### src/bscc_pkg.sv
// Package of constants and types for the boost switching clock control block
`default_nettype none
package bscc_pkg;
   // ****************************************************
   // Timing base
   // ****************************************************
   localparam int unsigned CLK_HZ = 50000000;
   localparam int unsigned CLK_NS = 20;
   // Sync limits in kHz, and edge-loss timeout beyond the slowest sync period
   localparam int unsigned SYNC_MIN_KHZ = 300;
   localparam int unsigned SYNC_MAX_KHZ = 2200;
   localparam int unsigned SYNC_TMO_NS = 4000;
   localparam int unsigned SYNC_TMO_CYC = SYNC_TMO_NS / CLK_NS;
   // Static high must stand this long before spread spectrum comes on
   localparam int unsigned SS_WAIT_US = 256;
   localparam int unsigned SS_WAIT_CYC = SS_WAIT_US * (CLK_HZ / 1000000);
   // Spread modulation: 1 kHz triangle, +/-3 percent
   localparam int unsigned SS_MOD_HZ = 1000;
   localparam int unsigned SS_MOD_CYC = CLK_HZ / SS_MOD_HZ;
   localparam int unsigned SS_DEV_PCT = 3;
   // Current limit window, 1.5 s for each of the raised and rest phases
   localparam int unsigned ILIM_WIN_MS = 1500;
   localparam int unsigned ILIM_WIN_CYC = ILIM_WIN_MS * (CLK_HZ / 1000);
   // Current limits in mA
   localparam logic [11:0] ILIM_NORM_MA = 12'h7d0;
   localparam logic [11:0] ILIM_HIGH_MA = 12'h9c4;
   // Frequency range boundaries in kHz
   localparam logic [11:0] RANGE_B1_KHZ = 12'h1e0;
   localparam logic [11:0] RANGE_B2_KHZ = 12'h47e;
   localparam logic [11:0] RANGE_B3_KHZ = 12'h672;
   // Adaptive target code: 256 steps, initial 0.88 of span (225/256)
   localparam logic [8:0] VT_MAX = 9'h100;
   localparam logic [8:0] VT_INIT = 9'h0e1;
   // Sync mode states
   typedef enum logic [2:0] {
      BSCC_ST_LOW = 3'b001,
      BSCC_ST_HIGH = 3'b010,
      BSCC_ST_EXT = 3'b100
   } bscc_mode_t;
   // Current limit phases
   typedef enum logic [2:0] {
      BSCC_IL_NORM = 3'b001,
      BSCC_IL_RAISED = 3'b010,
      BSCC_IL_REST = 3'b100
   } bscc_ilim_t;
endpackage
`default_nettype wire

### src/bscc_top.sv
// Switching clock, spread spectrum, current limit and voltage target control
`default_nettype none
module bscc_top
   import bscc_pkg::*;
#(
   parameter int unsigned WAIT_CYC = SS_WAIT_CYC,
   parameter int unsigned WIN_CYC = ILIM_WIN_CYC,
   parameter int unsigned MOD_CYC = SS_MOD_CYC
) (
   input wire logic i_clock,
   input wire logic i_sys_rst,
   input wire logic i_io_supply_enable_pin,
   input wire logic i_sync_pin,
   input wire logic [11:0] i_freq_resistor_pin_khz,
   input wire logic i_ilim_hit,
   input wire logic i_ovp48,
   input wire logic i_vt_up,
   input wire logic i_vt_down,
   output logic o_enable,
   output logic o_ext_sync,
   output logic o_sync_clk,
   output logic o_ss_enable,
   output logic signed [7:0] o_ss_offset,
   output logic [1:0] o_range,
   output logic [11:0] o_ilim_ma,
   output logic o_switch_allow,
   output logic [8:0] o_vt_code
);
   // ****************************************************
   // Input synchronisers
   // ****************************************************
   logic [1:0] en_s_r, sy_s_r, ov_s_r;
   logic sy_d_r;
   always_ff @(posedge i_clock) begin
      if (i_sys_rst) begin
         en_s_r <= 2'h0;
         sy_s_r <= 2'h0;
         ov_s_r <= 2'h0;
         sy_d_r <= 1'b0;
      end else begin
         en_s_r <= {en_s_r[0], i_io_supply_enable_pin};
         sy_s_r <= {sy_s_r[0], i_sync_pin};
         ov_s_r <= {ov_s_r[0], i_ovp48};
         sy_d_r <= sy_s_r[1];
      end
   end
   wire logic en_w = en_s_r[1];
   wire logic sy_w = sy_s_r[1];
   wire logic edge_w = sy_w ^ sy_d_r;

   // ****************************************************
   // Sync mode detection
   // ****************************************************
   // Needs two edges before declaring a clock, so a single step is a level
   bscc_mode_t mode_r;
   logic [15:0] tmo_r;
   logic [23:0] hi_cnt_r;
   logic edge_seen_r;
   always_ff @(posedge i_clock) begin
      if (i_sys_rst || !en_w) begin
         mode_r <= BSCC_ST_LOW;
         tmo_r <= 16'h0;
         edge_seen_r <= 1'b0;
      end else if (edge_w) begin
         tmo_r <= 16'h0;
         edge_seen_r <= 1'b1;
         if (edge_seen_r) mode_r <= BSCC_ST_EXT;
      end else if (tmo_r < 16'(SYNC_TMO_CYC)) begin
         tmo_r <= tmo_r + 16'h1;
      end else begin
         edge_seen_r <= 1'b0;
         if (!sy_w) mode_r <= BSCC_ST_LOW;
         else if (hi_cnt_r >= 24'(WAIT_CYC)) mode_r <= BSCC_ST_HIGH;
         // Lost clock with the pin high runs unspread until the dwell ends
         else mode_r <= BSCC_ST_LOW;
      end
   end
   // High-level dwell counter for the delayed spread start
   always_ff @(posedge i_clock) begin
      if (i_sys_rst || !sy_w || edge_w) hi_cnt_r <= 24'h0;
      else if (hi_cnt_r < 24'(WAIT_CYC)) hi_cnt_r <= hi_cnt_r + 24'h1;
   end

   // ****************************************************
   // Outputs of mode logic
   // ****************************************************
   always_ff @(posedge i_clock) begin
      if (i_sys_rst) begin
         o_enable <= 1'b0;
         o_ext_sync <= 1'b0;
         o_sync_clk <= 1'b0;
         o_ss_enable <= 1'b0;
      end else begin
         o_enable <= en_w;
         o_ext_sync <= en_w && mode_r == BSCC_ST_EXT;
         o_sync_clk <= sy_w;
         o_ss_enable <= en_w && mode_r == BSCC_ST_HIGH;
      end
   end

   // ****************************************************
   // Spread modulation: triangle over +/-SS_DEV_PCT*10 permille
   // ****************************************************
   localparam int unsigned QTR = MOD_CYC / 120;
   // Signed turn point, so negative offsets never look large
   localparam logic signed [7:0] SS_TOP = 8'(SS_DEV_PCT * 10 - 1);
   logic [15:0] ss_div_r;
   logic ss_dir_r;
   always_ff @(posedge i_clock) begin
      if (i_sys_rst || !o_ss_enable) begin
         ss_div_r <= 16'h0;
         ss_dir_r <= 1'b1;
         o_ss_offset <= 8'sh0;
      end else if (ss_div_r >= 16'(QTR - 1)) begin
         ss_div_r <= 16'h0;
         if (ss_dir_r) begin
            if (o_ss_offset >= SS_TOP) ss_dir_r <= 1'b0;
            o_ss_offset <= o_ss_offset + 8'sh1;
         end else begin
            if (o_ss_offset <= -SS_TOP) ss_dir_r <= 1'b1;
            o_ss_offset <= o_ss_offset - 8'sh1;
         end
      end else begin
         ss_div_r <= ss_div_r + 16'h1;
      end
   end

   // ****************************************************
   // Range selection from resistor frequency
   // ****************************************************
   always_ff @(posedge i_clock) begin
      if (i_sys_rst) o_range <= 2'h0;
      else if (i_freq_resistor_pin_khz < RANGE_B1_KHZ) o_range <= 2'h0;
      else if (i_freq_resistor_pin_khz < RANGE_B2_KHZ) o_range <= 2'h1;
      else if (i_freq_resistor_pin_khz < RANGE_B3_KHZ) o_range <= 2'h2;
      else o_range <= 2'h3;
   end

   // ****************************************************
   // Current limit sequencing
   // ****************************************************
   // Rest phase holds the normal limit so sustained overload toggles every 1.5 s
   bscc_ilim_t il_r;
   logic [31:0] il_cnt_r;
   always_ff @(posedge i_clock) begin
      if (i_sys_rst || !en_w) begin
         il_r <= BSCC_IL_NORM;
         il_cnt_r <= 32'h0;
      end else begin
         case (il_r)
            BSCC_IL_NORM: begin
               il_cnt_r <= 32'h0;
               if (i_ilim_hit) il_r <= BSCC_IL_RAISED;
            end
            BSCC_IL_RAISED: begin
               if (il_cnt_r >= 32'(WIN_CYC - 1)) begin
                  il_cnt_r <= 32'h0;
                  il_r <= BSCC_IL_REST;
               end else il_cnt_r <= il_cnt_r + 32'h1;
            end
            BSCC_IL_REST: begin
               if (il_cnt_r >= 32'(WIN_CYC - 1)) begin
                  il_cnt_r <= 32'h0;
                  il_r <= BSCC_IL_NORM;
               end else il_cnt_r <= il_cnt_r + 32'h1;
            end
            default: il_r <= BSCC_IL_NORM;
         endcase
      end
   end
   always_ff @(posedge i_clock) begin
      if (i_sys_rst) o_ilim_ma <= ILIM_NORM_MA;
      else o_ilim_ma <= (il_r == BSCC_IL_RAISED) ? ILIM_HIGH_MA : ILIM_NORM_MA;
   end

   // ****************************************************
   // Overvoltage gate and adaptive target
   // ****************************************************
   always_ff @(posedge i_clock) begin
      if (i_sys_rst) o_switch_allow <= 1'b0;
      else o_switch_allow <= en_w && !ov_s_r[1];
   end
   always_ff @(posedge i_clock) begin
      if (i_sys_rst || !en_w) o_vt_code <= VT_INIT;
      else if (i_vt_up && !i_vt_down && o_vt_code < VT_MAX) o_vt_code <= o_vt_code + 9'h1;
      else if (i_vt_down && !i_vt_up && o_vt_code != 9'h0) o_vt_code <= o_vt_code - 9'h1;
   end
endmodule
`default_nettype wire

### config.mk
export PLATFORM = sky130hd
export DESIGN_NAME = bscc_top
export DESIGN_NICKNAME = d
export VERILOG_FILES = /design/src/bscc_pkg.sv /design/src/bscc_top.sv
export SDC_FILE = /design/constraint.sdc
export NUM_CORES = 1
export LEC_CHECK = 0
export ABC_AREA = 0
export BUFFER_PORTS_ARGS = -buffer_cell sky130_fd_sc_hd__clkbuf_2
export CAP_MARGIN = 20
export CORE_MARGIN = 2
export CORE_UTILIZATION = 55
export DETAILED_ROUTE_END_ITERATION = 8
export PLACE_DENSITY_LB_ADDON = 0.25
export SLEW_MARGIN = 20
export SYNTH_ARGS = -nofsm -noshare
export SYNTH_HDL_FRONTEND = slang
export SYNTH_SLANG_ARGS = --single-unit
### constraint.sdc
create_clock -name i_clock -period 6.65 [get_ports i_clock]
set_input_delay 1.995 -clock i_clock [delete_from_list [all_inputs] [get_ports i_clock]]
set_output_delay 1.995 -clock i_clock [all_outputs]
set_load 0.03 [all_outputs]
Word level (Yosys, flattened, before mapping)
Index checks and enable logic that the tools add are counted.
{ "totals": {"reg_bits": 138, "output_inout_bits": 36} }
{ "op_classes": {"add_sub_neg": 8, "n_lt_le_gt_ge": 11, "eq_ne": 10, "muxes": 22, "n_bitwise": 1, "reduce_logical": 27} }
{ "ops": {"columns": ["cell", "n"], "rows": [
  ["$pmux W32 S2", 1],
  ["$add A16 B1 Y16 const B", 2],
  ["$add A32 B1 Y32 const B", 1],
  ["$ge A32 B27 Y1 const B", 1],
  ["$mux W32", 1],
  ["$add A24 B1 Y24 const B", 1],
  ["$ge A24 B14 Y1 const B", 1],
  ["$lt A12 B11 Y1 const B", 2],
  ["$lt A24 B14 Y1 const B", 1],
  ["$mux W3", 6],
  ["$mux W9", 2],
  ["$ge A16 B9 Y1 const B", 1],
  ["$lt A16 B8 Y1 const B", 1],
  ["$lt A12 B9 Y1 const B", 1],
  ["$mux W12", 1],
  ["$add A9 B1 Y9 const B", 1],
  ["$lt A9 B9 Y1 const B", 1],
  ["$pmux W3 S3", 1],
  ["$reduce_bool A9 Y1", 1],
  ["$sub A9 B1 Y9 const B", 1],
  ["$add A8 B2 Y8 const B", 1],
  ["$ge A8 B6 Y1 const B", 1],
  ["$le A8 B6 Y1 const B", 1],
  ["$mux W8", 1],
  ["other kinds (17)", 47]
]} }

Depth between registers and ports, before layout
{ "depth": {"ltp_word": 5, "ltp_mapped": 9, "mapped_depth_nobuf": 9} }

Worst setup path after synthesis
Ideal clock, no wire load.
{ "synth_path": {"path_kind": "input to register", "start": "input port i_vt_down", "end": "register o_vt_code[8]", "arrival_ns": 3.757, "required_ns": 6.515, "setup_slack_ns": 2.758, "path_stages": 9, "n_path_buf": 0, "path_cell_list": "nand2b_1 > nor2_1 > inv_1 > ha_1 > nor2b_1 > o31a_1 > o211a_1 > o311ai_0 > o41ai_1"} }
{ "synth_between": {"elab_chain_cells": 4} }
{ "synth_lines": {"columns": ["element", "line", "text"], "rows": [
  ["from (decl)", "bscc_top.sv:18", "input wire logic i_vt_down,"],
  ["$logic_not A1 Y1", "bscc_top.sv:185", "else if (i_vt_up && !i_vt_down && o_vt_code < VT_MAX) o_vt_code <= o_vt_code + 9'h1;"],
  ["$logic_and A1 B1 Y1 (2 in a row)", "bscc_top.sv:185", null],
  ["$mux W9 or $reduce_bool A2 Y1 (tied branches)", null, null],
  ["to (signal assigned)", "bscc_top.sv:185", null],
  ["to (signal assigned)", "bscc_top.sv:186", "else if (i_vt_down && !i_vt_up && o_vt_code != 9'h0) o_vt_code <= o_vt_code - 9'h1;"],
  ["to (decl)", "bscc_top.sv:27", "output logic [8:0] o_vt_code"]
]} }
Parallel ways exist; a longest one is shown, timed or not.
A chain may end at the register's enable or synchronous reset.

Final worst setup path
Ends and elaborated chain as after synthesis.

==> out/results.ini <==
[outcome]
result_of_the_run = completed

[logic_synthesis]
synth-main-ff-cell = dfxtp_1
syn_inst = 629
post_synth.cell_area_avg_um2 = 9.30
ys_types = 60
synth.ff_latch_count = 128
count_of_flip_flops_with_a_built_in_enable_after_synthesis = 0
seq_area_frac_synth_pct = 43.8
synth.yosys.warnings = 0
mappedNetlistArea_um2 = 5850
async_reset_ff_share_pct = 0

[detailed_routing]
vias_per_cell = 5.73
drt-wirelength-per-cell_um = 13.9
drc_errors = 0
drt-total-wl_um = 11400
drt-initial-drc-count = 181
via_count = 4717
drtAntennaViolNets = 0
drtPass1Iterations = 4

[global_route]
first_global_vias = 4559
grt_first_pass_wirelength_um = 19600
grt_use_total_pct = 20.8
gr-total-overflow = 0
antenna_found_initial = 0
grt_start_max_net_pins = 50

[layout]
finish.net_count = 714
diodes = 0
fillerInstances = 827
layout-drive-gt1-share_pct = 14.1
syn_to_final_growth_pct = 14.4

[critical_path]
timing.critical_path.arrival_ns = 4.08
critPathRequiredTime_ns = 7.03
critical_path.top_delay_family = compound AO/OA/AOI/OAI gates
cp_max_fo = 7
criticalPathCategory = primary input to flip-flop
worstSetupStartpointType = primary input
crit_path_max_incr_delay_ns = 0.37
cp_num_buf_inv = 2
critical-path-slowest-cell = ha_1
worstSetupEndpointType = flip-flop
critical_path.cell_chain = clkbuf_2 > nand2b_1 > nor2_1 > inv_1 > ha_1 > nor2b_1 > o31a_1 > o211a_1 > o311ai_0 > o41ai_1

[sta]
timing.slew.headroom_pct = 32.0
finalCritPeriodShare_pct = 55.6
timing.final.max_slew_violations = 0
timing.fmax_mhz = 271
timing.final.crit_period_ns = 3.70
setup_total_negative_slack_ns = 0
timing.final.setup_violations = 0
max_slew.worst_pin.slew_ns = 1.02
rsz0062_at_grt = false
hold_viol = 0
clock_skew_ns = 0.00616

[placed_design]
place.gp.congestion = 0.799
port_buffers = 47
hpwlAfterDp_um = 7650

[power_and_ir_drop]
switching_part_of_the_total_power_pct = 22.7
p_int_w = 0.00133
peak_vdd_ir_uv = 225
power.share.clock_pct = 51.4
power_frac_comb_pct = 3.6
flop_pwr_share_pct = 45.0
power.static_leakage_nw = 2.55
total_power_per_unit_cell_area_nw_per_um2 = 258
power_switching_w = 0.000392
total_power_w = 0.00173

[clock_network]
clock_latency_on_the_worst_skew_pair_ns = 0.52
htreeDepth = 4
cts_num_sinks = 128
postCtsHoldBufs = 0
post_cts.resized_instances = 0
clock_tree.buffer_depth = 2
buffer_cell_driving_the_clock_tree_root = clkbuf_8
post_cts_buffers = 0
tritoncts = built
clk_pin_slew_ns = 0.06
numCtsBuffers = 17

[floorplan]
start_util_pct = 56.6
floorplan.die.height_um = 107
core-area_um2 = 10300
floorplan.io_pins = 56
dieArea_um2 = 11500
die_w_um = 107
fp_rows = 37

[flow_run]
cap_viol_max_count = 0

[min_path]
min_path_type = flip-flop to flip-flop

## stage by stage
| step | util, % | area (µm²) | std cells | setup WS [ns] | hold WS, ns |
|---|---|---|---|---|---|
| final | 64.8 | 6690 | 823 | 2.95 | 0.403 |
| after detailed placement | 59.3 | 6120 | 791 | 2.41 | 0.387 |
| after global placement | 59.3 | 6120 | 791 | 2.51 | 0.376 |
| after CTS | 64.8 | 6690 | 823 | 2.97 | 0.402 |
| after floorplan | - | 5890 | 641 | 2.76 | 0.368 |
| after global routing | 64.8 | 6690 | 823 | 2.74 | 0.411 |
## kinds of logic (layout without fill, tap and decap cells)
| logic type | Yosys count | count (layout) | synth area share (%) |
|---|---|---|---|
| compound gates | 118 | 118 | 14.9 |
| simple gates | 251 | 251 | 23.1 |
| mux | 6 | 6 | 1.03 |
| buf+inv | 49 | 95 | 4.26 |
| xor+xnor | 55 | 55 | 8.24 |
| other cells | 2 | 14 | 0.128 |
| flops | 128 | 128 | 43.8 |
| fa+ha+maj | 20 | 20 | 4.54 |
## flip-flops by register name, summed over array words and instances (netlist names)
signal and count:
mode_r 3, o_range 2, tmo_r 16, o_ilim_ma 2
o_vt_code 9, o_enable 1, ov_s_r 2, en_s_r 2
edge_seen_r 1, hi_cnt_r 24, o_ss_enable 1, il_r 3
il_cnt_r 32, ss_dir_r 1, o_sync_clk 1, o_ss_offset 8
o_switch_allow 1, o_ext_sync 1, sy_s_r 2, ss_div_r 16
## cell type report
type | instances | area (µm²) | share of cell area, %
Sequential cell | 128 | 2560 | 38.3
Timing Repair Buffer | 49 | 250 | 3.74
Multi-Input combinational cell | 464 | 3080 | 46.1
Tap cell | 136 | 170 | 2.54
Clock buffer | 18 | 418 | 6.24
Clock inverter | 14 | 155 | 2.32
Inverter | 14 | 52.6 | 0.785
## cells in the final DEF (no fill, tap or decap), types with 5 or more instances in the layout
cell	count
and3_1	20
and4_1	10
nand2b_1	7
a211oi_1	27
nor2_1	52
a31oi_1	6
or2_2	6
or4_1	6
and2_1	11
clkbuf_16	16
nand2_1	36
xnor2_1	30
nand4_1	19
conb_1	14
nand3_1	30
dfxtp_1	128
o21ai_0	14
o31ai_1	7
nor2b_1	10
inv_6	5
clkbuf_2	47
nor4_1	17
xor2_1	25
ha_1	18
inv_1	14
mux2i_1	6
a21oi_1	21
nor3_1	13
## cells in the mapped netlist, types with 2 or more instances
library cell,count,area share [%]
nor3_1,13,1.1
o211ai_1,4,0.51
nand3b_1,3,0.39
nor4b_1,4,0.60
o21a_1,4,0.51
nor4_1,17,1.8
nand2_1,36,2.3
or2_2,6,0.64
and2_1,11,1.2
nor2_1,52,3.3
or3_1,4,0.43
buf_4,11,1.4
mux2i_1,6,1.0
and3_1,20,2.1
a221oi_1,2,0.30
o21bai_1,3,0.39
a21oi_1,21,1.8
nand4_1,19,2.0
nor2b_1,10,1.1
a31oi_1,6,0.64
clkbuf_1,18,1.2
or4_1,6,0.77
a41oi_1,3,0.45
inv_1,14,0.90
ha_1,18,3.9
o31ai_1,7,0.90
o21ai_0,14,1.2
fa_1,2,0.68
buf_6,3,0.58
nand2b_1,8,0.86
xnor2_1,30,4.5
and4_1,10,1.5
a21o_1,3,0.39
a221oi_2,3,0.77
conb_1,2,0.13
dfxtp_1,128,44
xor2_1,25,3.7
o311ai_0,4,0.60
nand3_1,30,2.6
buf_1,2,0.13
o211a_1,2,0.34
a211oi_1,27,3.5
## per-layer routing
metal  vias to the layer above  wire [µm]  track usage (%)  share of wire (%)
li1                       2372          -                -                  -
met1                      2224       5380             25.2                 47
met2                       104       5510             35.9                 48
met3                        17        412             5.23                3.6
met4                         0        141             6.77                1.2
met5                         -          0                0                  0
## power by group through the flow
stage                     sequential (W)  clock [W]  combinational [W]
after CTS                       0.000777   0.000900          0.0000626
after global routing            0.000778   0.000938          0.0000695
after global placement          0.000794          0          0.0000603
after detailed placement        0.000794          0          0.0000622
final                           0.000777   0.000887          0.0000624
after floorplan                 0.000797          0          0.0000452
## worst paths after layout
| kind | slack (ns) | start | cells past startpoint | end |
|---|---|---|---|---|
| max | 2.95 | i_vt_down | 10 | o_vt_code[8] |
| min | 0.40 | ov_s_r[1] | 1 | o_switch_allow |
| max reg2reg | 3.79 | il_r[2] | 5 | il_cnt_r[25] |
| min reg2reg | 0.40 | ov_s_r[1] | 1 | o_switch_allow |
(Power assumes the default switching activity.)
